`config.mk`:
```
export PLATFORM = sky130hd
export DESIGN_NAME = dtc_delay_config
export DESIGN_NICKNAME = d
export VERILOG_FILES = /design/src/rtl/dtc_pkg.sv /design/src/rtl/dtc_chan_if.sv /design/src/rtl/dtc_adjust_timer.sv /design/src/rtl/dtc_delay_config.sv
export SDC_FILE = /design/constraint.sdc
export NUM_CORES = 1
export LEC_CHECK = 0
export BUFFER_PORTS_ARGS = -buffer_cell sky130_fd_sc_hd__buf_2
export CORE_AREA = 4 4 98 100
export CTS_CLUSTER_DIAMETER = 150
export DETAILED_ROUTE_END_ITERATION = 16
export DIE_AREA = 0 0 102 104
export HOLD_SLACK_MARGIN = 0.08
export PLACE_DENSITY = 0.74
export SETUP_SLACK_MARGIN = 0.4
export SLEW_MARGIN = 25
export SYNTH_ARGS = -nofsm -noshare
export SYNTH_HDL_FRONTEND = slang
export SYNTH_SLANG_ARGS = --single-unit
```
`constraint.sdc`:
```
create_clock -name SYS_CLK -period 4.2 [get_ports SYS_CLK]
set_clock_uncertainty 0.15 [all_clocks]
set_input_delay 0.63 -clock SYS_CLK [delete_from_list [all_inputs] [get_ports SYS_CLK]]
set_output_delay 0.63 -clock SYS_CLK [all_outputs]
set_load 0.005 [all_outputs]
```
`src/rtl/dtc_pkg.sv`:
```
package dtc_pkg;

  // register offsets on the byte-wide register port
  localparam logic [7:0] ADDR_CTRL1    = 8'h36;
  localparam logic [7:0] ADDR_DELAYS   = 8'h37;
  localparam logic [7:0] ADDR_CONFIG1  = 8'h40;

  // values after reset
  localparam logic [7:0] RST_CTRL1     = 8'h00;
  localparam logic [7:0] RST_DELAYS    = 8'h00;
  localparam logic       RST_LOCK      = 1'b0;

  // field positions, threshold_adjust_cycle_delays
  localparam int REMOTE1_CODE_LSB      = 0;
  localparam int LOCAL_CODE_LSB        = 3;
  localparam int REMOTE2_LOW_LSB       = 6;

  // field positions, dynamic threshold control register 1
  localparam int REMOTE2_MSB_BIT       = 0;
  localparam int REMOTE1_ENABLE_BIT    = 5;
  localparam int LOCAL_ENABLE_BIT      = 6;
  localparam int REMOTE2_ENABLE_BIT    = 7;

  // field position, configuration register 1
  localparam int LOCK_BIT              = 1;

  // channel count and index of each channel
  localparam int NUM_CHAN              = 3;
  localparam int CH_REMOTE1            = 0;
  localparam int CH_LOCAL              = 1;
  localparam int CH_REMOTE2            = 2;

  // monitoring-cycle counts: code 000 waits, doubled per code step
  localparam int         CNT_W         = 11;
  localparam logic [10:0] DEC_BASE_CYCLES = 11'h004;
  localparam logic [10:0] INC_BASE_CYCLES = 11'h008;
  localparam logic [10:0] CNT_MAX      = 11'h7FF;

  typedef logic [CNT_W-1:0] dtc_count_t;

  // wait in monitoring cycles for a delay code and a direction
  function automatic dtc_count_t dtc_wait(input logic [2:0] code, input logic up);
    dtc_count_t base;
    base = up ? INC_BASE_CYCLES : DEC_BASE_CYCLES;
    return dtc_count_t'(base << code);
  endfunction : dtc_wait

endpackage : dtc_pkg

```
`src/rtl/dtc_chan_if.sv`:
```
// one temperature channel between the register bank and its adjust timer
interface dtc_chan_if;
  logic       enable;
  logic [2:0] code;
  logic       want_up;
  logic       want_down;
  logic       adjust_up;
  logic       adjust_down;

  modport ctrl  (output enable, output code, output want_up, output want_down,
                 input adjust_up, input adjust_down);
  modport timer (input enable, input code, input want_up, input want_down,
                 output adjust_up, output adjust_down);
endinterface : dtc_chan_if

```
`src/rtl/dtc_adjust_timer.sv`:
```
module dtc_adjust_timer (
  input  wire logic   clk,
  input  wire logic   rst,
  input  wire logic   tick,
  dtc_chan_if.timer   chan
);

  dtc_pkg::dtc_count_t elapsed;
  logic                go_down;
  logic                go_up;

  // decrease has priority: an earlier fan start is the safer move
  always_comb begin
    go_down = chan.enable && chan.want_down &&
              (elapsed >= dtc_pkg::dtc_wait(chan.code, 1'b0));
    go_up   = chan.enable && chan.want_up && !go_down &&
              (elapsed >= dtc_pkg::dtc_wait(chan.code, 1'b1));
  end

  // next wait count; the caller stops at the top so the count never wraps
  function automatic dtc_pkg::dtc_count_t dtc_count_next(input dtc_pkg::dtc_count_t v);
    return dtc_pkg::dtc_count_t'(v + 11'h001);
  endfunction : dtc_count_next

  // completed monitoring cycles since the last adjustment, saturating
  always_ff @(posedge clk) begin
    if (rst || !chan.enable) begin
      elapsed <= '0;
    end else if (go_down || go_up) begin
      elapsed <= '0;
    end else if (tick && elapsed != dtc_pkg::CNT_MAX) begin
      elapsed <= dtc_count_next(elapsed);
    end
  end

  // one-cycle adjust pulses
  always_ff @(posedge clk) begin
    if (rst) begin
      chan.adjust_down <= 1'b0;
      chan.adjust_up   <= 1'b0;
    end else begin
      chan.adjust_down <= go_down;
      chan.adjust_up   <= go_up;
    end
  end

  chk_down_wait_met: assert property (@(posedge clk) disable iff (rst)
    chan.adjust_down |-> $past(elapsed) >= dtc_pkg::dtc_wait($past(chan.code), 1'b0))
    else $error("decrease issued before its wait elapsed");

  chk_up_wait_met: assert property (@(posedge clk) disable iff (rst)
    chan.adjust_up |-> $past(elapsed) >= dtc_pkg::dtc_wait($past(chan.code), 1'b1))
    else $error("increase issued before its wait elapsed");

  chk_adjust_restarts_count: assert property (@(posedge clk) disable iff (rst)
    (chan.adjust_up || chan.adjust_down) |-> elapsed == 11'h000)
    else $error("wait count not restarted after adjustment");

  chk_disabled_no_adjust: assert property (@(posedge clk) disable iff (rst)
    !chan.enable |=> !chan.adjust_up && !chan.adjust_down)
    else $error("adjustment on a disabled channel");

  chk_code7_dec_wait: assert property (@(posedge clk) disable iff (rst)
    chan.enable && chan.want_down && chan.code == 3'h7 && elapsed == 11'h1FF && !tick
    |=> !chan.adjust_down)
    else $error("code 111 decrease fired before 512 cycles");

endmodule : dtc_adjust_timer

```
`src/rtl/dtc_delay_config.sv`:
```
// How it works
// delay register at 0x37, eight bits read/write, zero after reset.
// once locked, writes to the delay register are ignored.
// bits 2:0 hold the first remote channel delay code.
// bits 5:3 hold the local channel delay code.
// bits 7:6 are remote2 code low bits; its top bit lives in 0x36.
// decrease wait is 4 cycles at code 000, doubling per step.
// increase wait is twice the decrease wait, 8 cycles at code 000.
// each channel counts monitoring cycles and waits its own delay before adjusting.
// code 111 waits 512 cycles down and 1024 cycles up.
// bit 0 of register 0x36 is the remote2 delay code top bit.
// lock bit writes once; lockable registers stay read-only until reset.
// channel enable bits gate adjustment; a disabled channel's code has no effect.
module dtc_delay_config (
  input  wire logic       SYS_CLK,
  input  wire logic       RESET,
  input  wire logic [7:0] REG_ADDR,
  input  wire logic [7:0] REG_WDATA,
  input  wire logic       REG_WR,
  input  wire logic       REG_RD,
  output logic      [7:0] REG_RDATA,
  input  wire logic       MONITOR_TICK,
  input  wire logic [2:0] WANT_UP,
  input  wire logic [2:0] WANT_DOWN,
  output logic      [2:0] ADJUST_UP,
  output logic      [2:0] ADJUST_DOWN,
  output logic            CONFIG_LOCKED
);

  logic [7:0] delay_codes;
  logic [7:0] ctrl1;
  logic       locked;
  logic [7:0] next_rdata;
  logic       wr_delays;
  logic       wr_ctrl1;
  logic       wr_config1;
  logic [2:0] chan_code   [dtc_pkg::NUM_CHAN];
  logic [2:0] chan_enable;

  // address match shared by the three write decodes
  function automatic logic reg_hit(input logic [7:0] addr, input logic [7:0] offset);
    return addr == offset;
  endfunction : reg_hit

  // write decode; every lockable write is dropped while locked
  // configuration register 1 is lockable too, so the lock bit cannot be rewritten
  assign wr_delays  = REG_WR && reg_hit(REG_ADDR, dtc_pkg::ADDR_DELAYS)  && !locked;
  assign wr_ctrl1   = REG_WR && reg_hit(REG_ADDR, dtc_pkg::ADDR_CTRL1)   && !locked;
  assign wr_config1 = REG_WR && reg_hit(REG_ADDR, dtc_pkg::ADDR_CONFIG1) && !locked;

  // delay code register
  always_ff @(posedge SYS_CLK) begin
    if (RESET) begin
      delay_codes <= dtc_pkg::RST_DELAYS;
    end else if (wr_delays) begin
      delay_codes <= REG_WDATA;
    end
  end

  // control register 1: remote2 top code bit and channel enables
  always_ff @(posedge SYS_CLK) begin
    if (RESET) begin
      ctrl1 <= dtc_pkg::RST_CTRL1;
    end else if (wr_ctrl1) begin
      ctrl1 <= REG_WDATA;
    end
  end

  // lock is write-once: only reset brings it back to zero
  // no write path clears it, so a stray write cannot unlock the bank
  always_ff @(posedge SYS_CLK) begin
    if (RESET) begin
      locked <= dtc_pkg::RST_LOCK;
    end else if (wr_config1 && REG_WDATA[dtc_pkg::LOCK_BIT]) begin
      locked <= 1'b1;
    end
  end

  // lock level straight from its flip-flop
  assign CONFIG_LOCKED = locked;

  // read mux; unmapped offsets read as zero
  // gating with the strobe keeps the data at zero between reads
  always_comb begin
    next_rdata = 8'h00;
    if (REG_RD) begin
      case (REG_ADDR)
        dtc_pkg::ADDR_DELAYS:  next_rdata = delay_codes;
        dtc_pkg::ADDR_CTRL1:   next_rdata = ctrl1;
        dtc_pkg::ADDR_CONFIG1: next_rdata = {6'h00, locked, 1'b0};
        default:               next_rdata = 8'h00;
      endcase
    end
  end

  // read data stand only in the cycle after the strobe
  always_ff @(posedge SYS_CLK) begin
    if (RESET) begin
      REG_RDATA <= 8'h00;
    end else begin
      REG_RDATA <= next_rdata;
    end
  end

  // per-channel code and enable extraction
  // remote2 draws its top bit from control register 1, so a write to either register moves it
  always_comb begin
    chan_code[dtc_pkg::CH_REMOTE1] = delay_codes[dtc_pkg::REMOTE1_CODE_LSB +: 3];
    chan_code[dtc_pkg::CH_LOCAL]   = delay_codes[dtc_pkg::LOCAL_CODE_LSB +: 3];
    chan_code[dtc_pkg::CH_REMOTE2] = {ctrl1[dtc_pkg::REMOTE2_MSB_BIT],
                                      delay_codes[dtc_pkg::REMOTE2_LOW_LSB +: 2]};
    chan_enable[dtc_pkg::CH_REMOTE1] = ctrl1[dtc_pkg::REMOTE1_ENABLE_BIT];
    chan_enable[dtc_pkg::CH_LOCAL]   = ctrl1[dtc_pkg::LOCAL_ENABLE_BIT];
    chan_enable[dtc_pkg::CH_REMOTE2] = ctrl1[dtc_pkg::REMOTE2_ENABLE_BIT];
  end

  // one independent adjust timer per channel
  for (genvar i = 0; i < dtc_pkg::NUM_CHAN; i++) begin : g_chan
    dtc_chan_if chan ();

    assign chan.enable    = chan_enable[i];
    assign chan.code      = chan_code[i];
    assign chan.want_up   = WANT_UP[i];
    assign chan.want_down = WANT_DOWN[i];
    assign ADJUST_UP[i]   = chan.adjust_up;
    assign ADJUST_DOWN[i] = chan.adjust_down;

    dtc_adjust_timer u_timer (
      .clk  (SYS_CLK),
      .rst  (RESET),
      .tick (MONITOR_TICK),
      .chan (chan.timer)
    );

    // pulses at the bank's pins, per channel
    chk_adjust_needs_enable: assert property (@(posedge SYS_CLK) disable iff (RESET)
      (ADJUST_UP[i] || ADJUST_DOWN[i]) |-> $past(chan_enable[i]))
      else $error("adjust pulse without the channel enabled");

    chk_adjust_needs_want: assert property (@(posedge SYS_CLK) disable iff (RESET)
      (!ADJUST_DOWN[i] || $past(WANT_DOWN[i])) && (!ADJUST_UP[i] || $past(WANT_UP[i])))
      else $error("adjust pulse without a request from the loop");

    chk_adjust_one_cycle: assert property (@(posedge SYS_CLK) disable iff (RESET)
      (ADJUST_UP[i] || ADJUST_DOWN[i]) |=> !ADJUST_UP[i] && !ADJUST_DOWN[i])
      else $error("adjust pulse longer than one cycle");
  end

  // register bank checks
  chk_locked_delays_hold: assert property (@(posedge SYS_CLK) disable iff (RESET)
    locked && REG_WR && REG_ADDR == dtc_pkg::ADDR_DELAYS |=> $stable(delay_codes))
    else $error("delay register changed while locked");

  chk_delay_write_lands: assert property (@(posedge SYS_CLK) disable iff (RESET)
    !locked && REG_WR && REG_ADDR == dtc_pkg::ADDR_DELAYS |=> delay_codes == $past(REG_WDATA))
    else $error("delay register write lost");

  chk_delay_read_back: assert property (@(posedge SYS_CLK) disable iff (RESET)
    REG_RD && REG_ADDR == dtc_pkg::ADDR_DELAYS |=> REG_RDATA == $past(delay_codes))
    else $error("delay register read mismatch");

  chk_lock_stays_set: assert property (@(posedge SYS_CLK) disable iff (RESET)
    locked |=> locked)
    else $error("lock bit cleared without reset");

  chk_locked_ctrl_hold: assert property (@(posedge SYS_CLK) disable iff (RESET)
    locked && REG_WR && REG_ADDR == dtc_pkg::ADDR_CTRL1 |=> $stable(ctrl1))
    else $error("control register changed while locked");

  chk_remote2_code_map: assert property (@(posedge SYS_CLK) disable iff (RESET)
    chan_code[dtc_pkg::CH_REMOTE2] == {ctrl1[0], delay_codes[7:6]})
    else $error("remote2 code assembled wrongly");

  chk_field_map: assert property (@(posedge SYS_CLK) disable iff (RESET)
    chan_code[dtc_pkg::CH_REMOTE1] == delay_codes[2:0] && chan_code[dtc_pkg::CH_LOCAL] == delay_codes[5:3])
    else $error("remote1 or local code mapped wrongly");

  chk_idle_read_zero: assert property (@(posedge SYS_CLK) disable iff (RESET)
    !REG_RD |=> REG_RDATA == 8'h00)
    else $error("read data present without a read");

  // reset is checked without a disable, so the cleared state itself is seen
  chk_reset_clears_bank: assert property (@(posedge SYS_CLK)
    RESET |=> delay_codes == dtc_pkg::RST_DELAYS && ctrl1 == dtc_pkg::RST_CTRL1 &&
              locked == dtc_pkg::RST_LOCK && REG_RDATA == 8'h00 &&
              ADJUST_UP == 3'h0 && ADJUST_DOWN == 3'h0)
    else $error("bank not cleared by reset");

  chk_ctrl_write_lands: assert property (@(posedge SYS_CLK) disable iff (RESET)
    !locked && REG_WR && REG_ADDR == dtc_pkg::ADDR_CTRL1 |=> ctrl1 == $past(REG_WDATA))
    else $error("control register write lost");

  chk_ctrl_read_back: assert property (@(posedge SYS_CLK) disable iff (RESET)
    REG_RD && REG_ADDR == dtc_pkg::ADDR_CTRL1 |=> REG_RDATA == $past(ctrl1))
    else $error("control register read mismatch");

  chk_lock_read_back: assert property (@(posedge SYS_CLK) disable iff (RESET)
    REG_RD && REG_ADDR == dtc_pkg::ADDR_CONFIG1 |=> REG_RDATA == {6'h00, $past(locked), 1'b0})
    else $error("lock bit read mismatch");

  chk_unmapped_read_zero: assert property (@(posedge SYS_CLK) disable iff (RESET)
    REG_RD && REG_ADDR != dtc_pkg::ADDR_DELAYS && REG_ADDR != dtc_pkg::ADDR_CTRL1 &&
    REG_ADDR != dtc_pkg::ADDR_CONFIG1 |=> REG_RDATA == 8'h00)
    else $error("unmapped read returned data");

  chk_lock_write_sets: assert property (@(posedge SYS_CLK) disable iff (RESET)
    !locked && REG_WR && REG_ADDR == dtc_pkg::ADDR_CONFIG1 &&
    REG_WDATA[dtc_pkg::LOCK_BIT] |=> locked)
    else $error("lock write did not set the lock");

  chk_lock_needs_write: assert property (@(posedge SYS_CLK) disable iff (RESET)
    !locked && !(REG_WR && REG_ADDR == dtc_pkg::ADDR_CONFIG1) |=> !locked)
    else $error("lock set without a write");

  chk_delays_hold_otherwise: assert property (@(posedge SYS_CLK) disable iff (RESET)
    !(REG_WR && REG_ADDR == dtc_pkg::ADDR_DELAYS) |=> $stable(delay_codes))
    else $error("delay register changed without a write");

  chk_ctrl_hold_otherwise: assert property (@(posedge SYS_CLK) disable iff (RESET)
    !(REG_WR && REG_ADDR == dtc_pkg::ADDR_CTRL1) |=> $stable(ctrl1))
    else $error("control register changed without a write");

endmodule : dtc_delay_config

```
==> summary.txt <==
Critical path
  • Reg2Reg Setup Slack: between 1 and 1.5 ns
  • Slowest-stage cell, CP: or3b_2
  • WP data required: ~4.3 ns
  • Critical Path Start Type: register
  • Reg2reg end: g_chan[0].u_timer.elapsed[1]
  • Worst-path fanout max: 12
  • Worst-path cell chain: or3b_2 -> ha_1 -> and4_2 -> a41o_1 -> a211o_1 -> nor4_1
  • CP peak stage delay: 0.52 ns
  • CP endpoint kind: register
  • Worst reg2reg startpoint: delay_codes[0]
  • Critical path arrival: about 3.0 ns
  • WS Path Type: reg2reg
  • R2R cell count: 6

Detailed routing
  • Vias/cell: between 6 and 7
  • Avg WL per Cell: around 16 um
  • Total number of vias: 3742
  • DR pass1 iterations: 4
  • Number of DRC markers in iteration 0: between 90 and 100
  • Total wire length: roughly 9800 um
  • Residual DRC count: 0
  • Post-route ant nets: 0

Placed design
  • Placed Instances: approximately 600
  • GPL Wtd Cong: about 0.83
  • Detailed placement HPWL: around 7400 um
  • Port Buffers: between 40 and 50
  • Dpl cell area: around 4500 um2

Synth
  • Most used DFF post-synth: dfxtp_1
  • Largest family of logic cells by synthesized area: simple AND/OR/NAND/NOR gates
  • Post-synth ARST share: 0%
  • Yosys warning count: 0
  • Synth Area in Simple Gates: 25.7%
  • Post-synth EDFFs: 0
  • Syn_nets: between 500 and 600
  • Gate Count Post-Synth: around 480
  • Sequential share of the synthesized area: between 20% and 30%
  • Synth cell types: 61
  • Mapped cell area: approximately 4300 um2
  • Avg Cell Area, Syn: 8.90 um2
  • Synth Register Bits: between 60 and 70
  • Synth Area in Compound Gates: between 10% and 20%
  • Adder-Cell Fraction of Synth Area: 15.8%
  • Post-synthesis mux area share: approximately 8.2%
  • Post-Synth XOR/XNOR Area: under 10%

Power and ir drop
  • Total power: 1.13 mW
  • Total internal power: ~0.85 mW
  • Reg power frac: roughly 54%
  • Pleak: ~1.9 nW
  • PwrDens: ~240 nW/um2
  • VDD IR max: about 0.15 mV
  • Switch Pwr: 0.278 mW
  • Combinational power share: 3.2%
  • Switch share: between 20% and 30%
  • Clock share of power: 43.1%

Floorplan
  • I/O pin cnt: 42
  • Die area: ~11000 um2
  • Row Count: 34
  • Die W: around 100 um
  • Initial Util: 49.3%
  • Die Y: about 100 um
  • Core area: around 8700 um2

Clock tree
  • Num CTS Buffers: 9
  • Clock Tree Root: clkbuf_8
  • H-tree level count: 3
  • CTS max path bufs: 2
  • Post-CTS sizing: 0
  • Setup bufs post-CTS: 0
  • Reg clk slew, reported paths: 0.08 ns
  • Clk sinks: 64
  • Worst skew pair latency: between 0.3 and 0.4 ns
  • Hold_buf cts: 0
  • CTS tree: yes

Global routing
  • Initial antenna violation count: 0
  • GR Util All Layers: around a fifth
  • Largest net degree at the start of global routing: 22
  • First-pass GRT wire length: 17000 um
  • Vias in the first global route: 3633
  • Grt total ovfl: 0

STA
  • Final worst path period need: between 2 and 3 ns
  • Hold Fails Final Rpt: 0
  • Top achievable clock speed: ~340 MHz
  • Unrepaired setup endpoints after global routing: no
  • Final setup viols: 0
  • TNS Setup: 0 ns
  • Max Slew Vio Count: 0
  • Least-Margin Pin Slew: around 0.73 ns
  • Final period utilization: 69.3%
  • Slew HR: around half

Hold path
  • Worst Min Path Start: ctrl1[2]
  • Hold Path End: REG_RDATA[2]
  • Hold WC Path Type: reg2reg
  • Cells on Worst Hold Path: 2

Layout
  • Net count, final: 583
  • Layout filler cell count: approximately 830
  • ANT cells: 0
  • Final Instance Area: roughly 4700 um2
  • P&R area growth vs syn: 9.15%
  • Fin cells: 615
  • Layout cells sized above 1: between 10% and 20%

Status
  • Status: finished, final reports clean

Job
  • Max cap viols: 0
[final cells by class]
class                      instances  area [um2]  share of cell area (%)
clock buffer                      10         138                    2.95
inverter                          18        67.6                    1.45
sequential                        64        1280                    27.4
multi-input combinational        368        2800                    60.0
timing repair buffer              41         205                    4.39
clock inverter                     6        43.8                   0.937
tap                              108         135                    2.89
[cell families after synthesis]
logic type      count (synthesis)
buf+inv                        49
flops                          64
mux                            35
simple gates                  188
fa+ha+maj                      54
compound gates                 81
xor+xnor                       10
[synthesized netlist by cell type (all sizes together) (3+ instances only)]
cell / instances / area share, %
a21oi: 13 / 1.5
ha: 54 / 16
a31oi: 3 / 0.44
buf: 11 / 1.8
nor3: 6 / 0.70
or3b: 4 / 0.82
nand3b: 10 / 1.8
nor2: 40 / 3.5
o311ai: 3 / 0.61
o31ai: 7 / 1.2
a21o: 4 / 0.70
mux2i: 34 / 8.0
nor4b: 3 / 0.61
a211oi: 6 / 1.1
and4: 7 / 1.5
nor4: 34 / 6.3
nand4: 14 / 2.2
nor3b: 4 / 0.70
and3: 7 / 1.0
clkbuf: 20 / 1.8
o2111ai: 3 / 0.61
o211ai: 4 / 0.70
nand3: 18 / 2.1
or3: 5 / 0.73
o21ai: 17 / 2.0
inv: 18 / 1.6
xnor2: 7 / 1.4
nand2: 29 / 2.5
xor2: 3 / 0.61
dfxtp: 64 / 30
[through the flow]
step | hold WS [ns] | util (%) | worst slack, ns
2_1_floorplan | 0.306 | - | 1.56
3_3_place_gp | 0.324 | 51.6 | 1.44
4_1_cts | 0.359 | 53.8 | 1.27
3_5_place_dp | 0.336 | 51.7 | 1.35
5_1_grt | 0.387 | 53.8 | 1.12
6_report | 0.355 | 53.8 | 1.29
[flip-flops by register name, summed over array words and instances, names as in the netlist]
name,cells
g_chan.u_timer.elapsed,33
ctrl1,8
REG_RDATA,8
g_chan.u_timer.chan.adjust_up,3
delay_codes,8
CONFIG_LOCKED,1
g_chan.u_timer.chan.adjust_down,3
[critical path, delay by kind of cell (launching register included)]
| kind | cells | cell delay [ns] |
|---|---|---|
| DFF | 1 | 0.48 |
| AOI/OAI and AO/OA | 2 | 0.77 |
| adders and majority gates | 1 | 0.29 |
| and+or+nand+nor | 3 | 1.11 |
[worst max-delay path by stage]
stage                               from  cells past startpoint                       endpoint
after detailed placement  delay_codes[6]                      6   g_chan[2].u_timer.elapsed[0]
after floorplan           delay_codes[2]                      8  g_chan[0].u_timer.elapsed[10]
after CTS                 delay_codes[0]                      6   g_chan[0].u_timer.elapsed[1]
after global routing      delay_codes[6]                      6   g_chan[2].u_timer.elapsed[5]
final                     delay_codes[0]                      6   g_chan[0].u_timer.elapsed[1]
after global placement       REG_ADDR[3]                      5                       ctrl1[2]
[cell usage in the layout (no fill, tap or decap), types with 7 or more instances in the layout]
cell type	Yosys	layout
dfxtp_1	64	64
nand3b_1	10	10
buf_2	3	41
nand2_1	29	29
nor2_1	40	40
a21oi_1	13	13
nor4_2	9	9
ha_1	54	54
clkbuf_8	0	10
nand4_1	13	13
o21ai_0	17	17
inv_1	18	18
xnor2_1	7	7
and3_1	7	7
o31ai_1	7	7
mux2i_1	34	34
nand3_1	18	18
nor4_1	25	25
[power by group through the flow]
stage / Sequential [mW] / Combinational [mW] / Clock (mW)
3_5_place_dp: 0.621 / 0.0363 / 0
2_1_floorplan: 0.621 / 0.0162 / 0
6_report: 0.607 / 0.0367 / 0.488
3_3_place_gp: 0.621 / 0.0349 / 0
5_1_grt: 0.607 / 0.0401 / 0.527
4_1_cts: 0.607 / 0.0366 / 0.501
[routing by layer]
metal	track usage, %	wire, um	share of wire, %
met1	26.3	4510	46
met2	30.5	4610	47
met3	2.55	408	4.2
met4	7.69	238	2.4
met5	0	0	0
No activity file was read; power rests on OpenSTA's default activity.
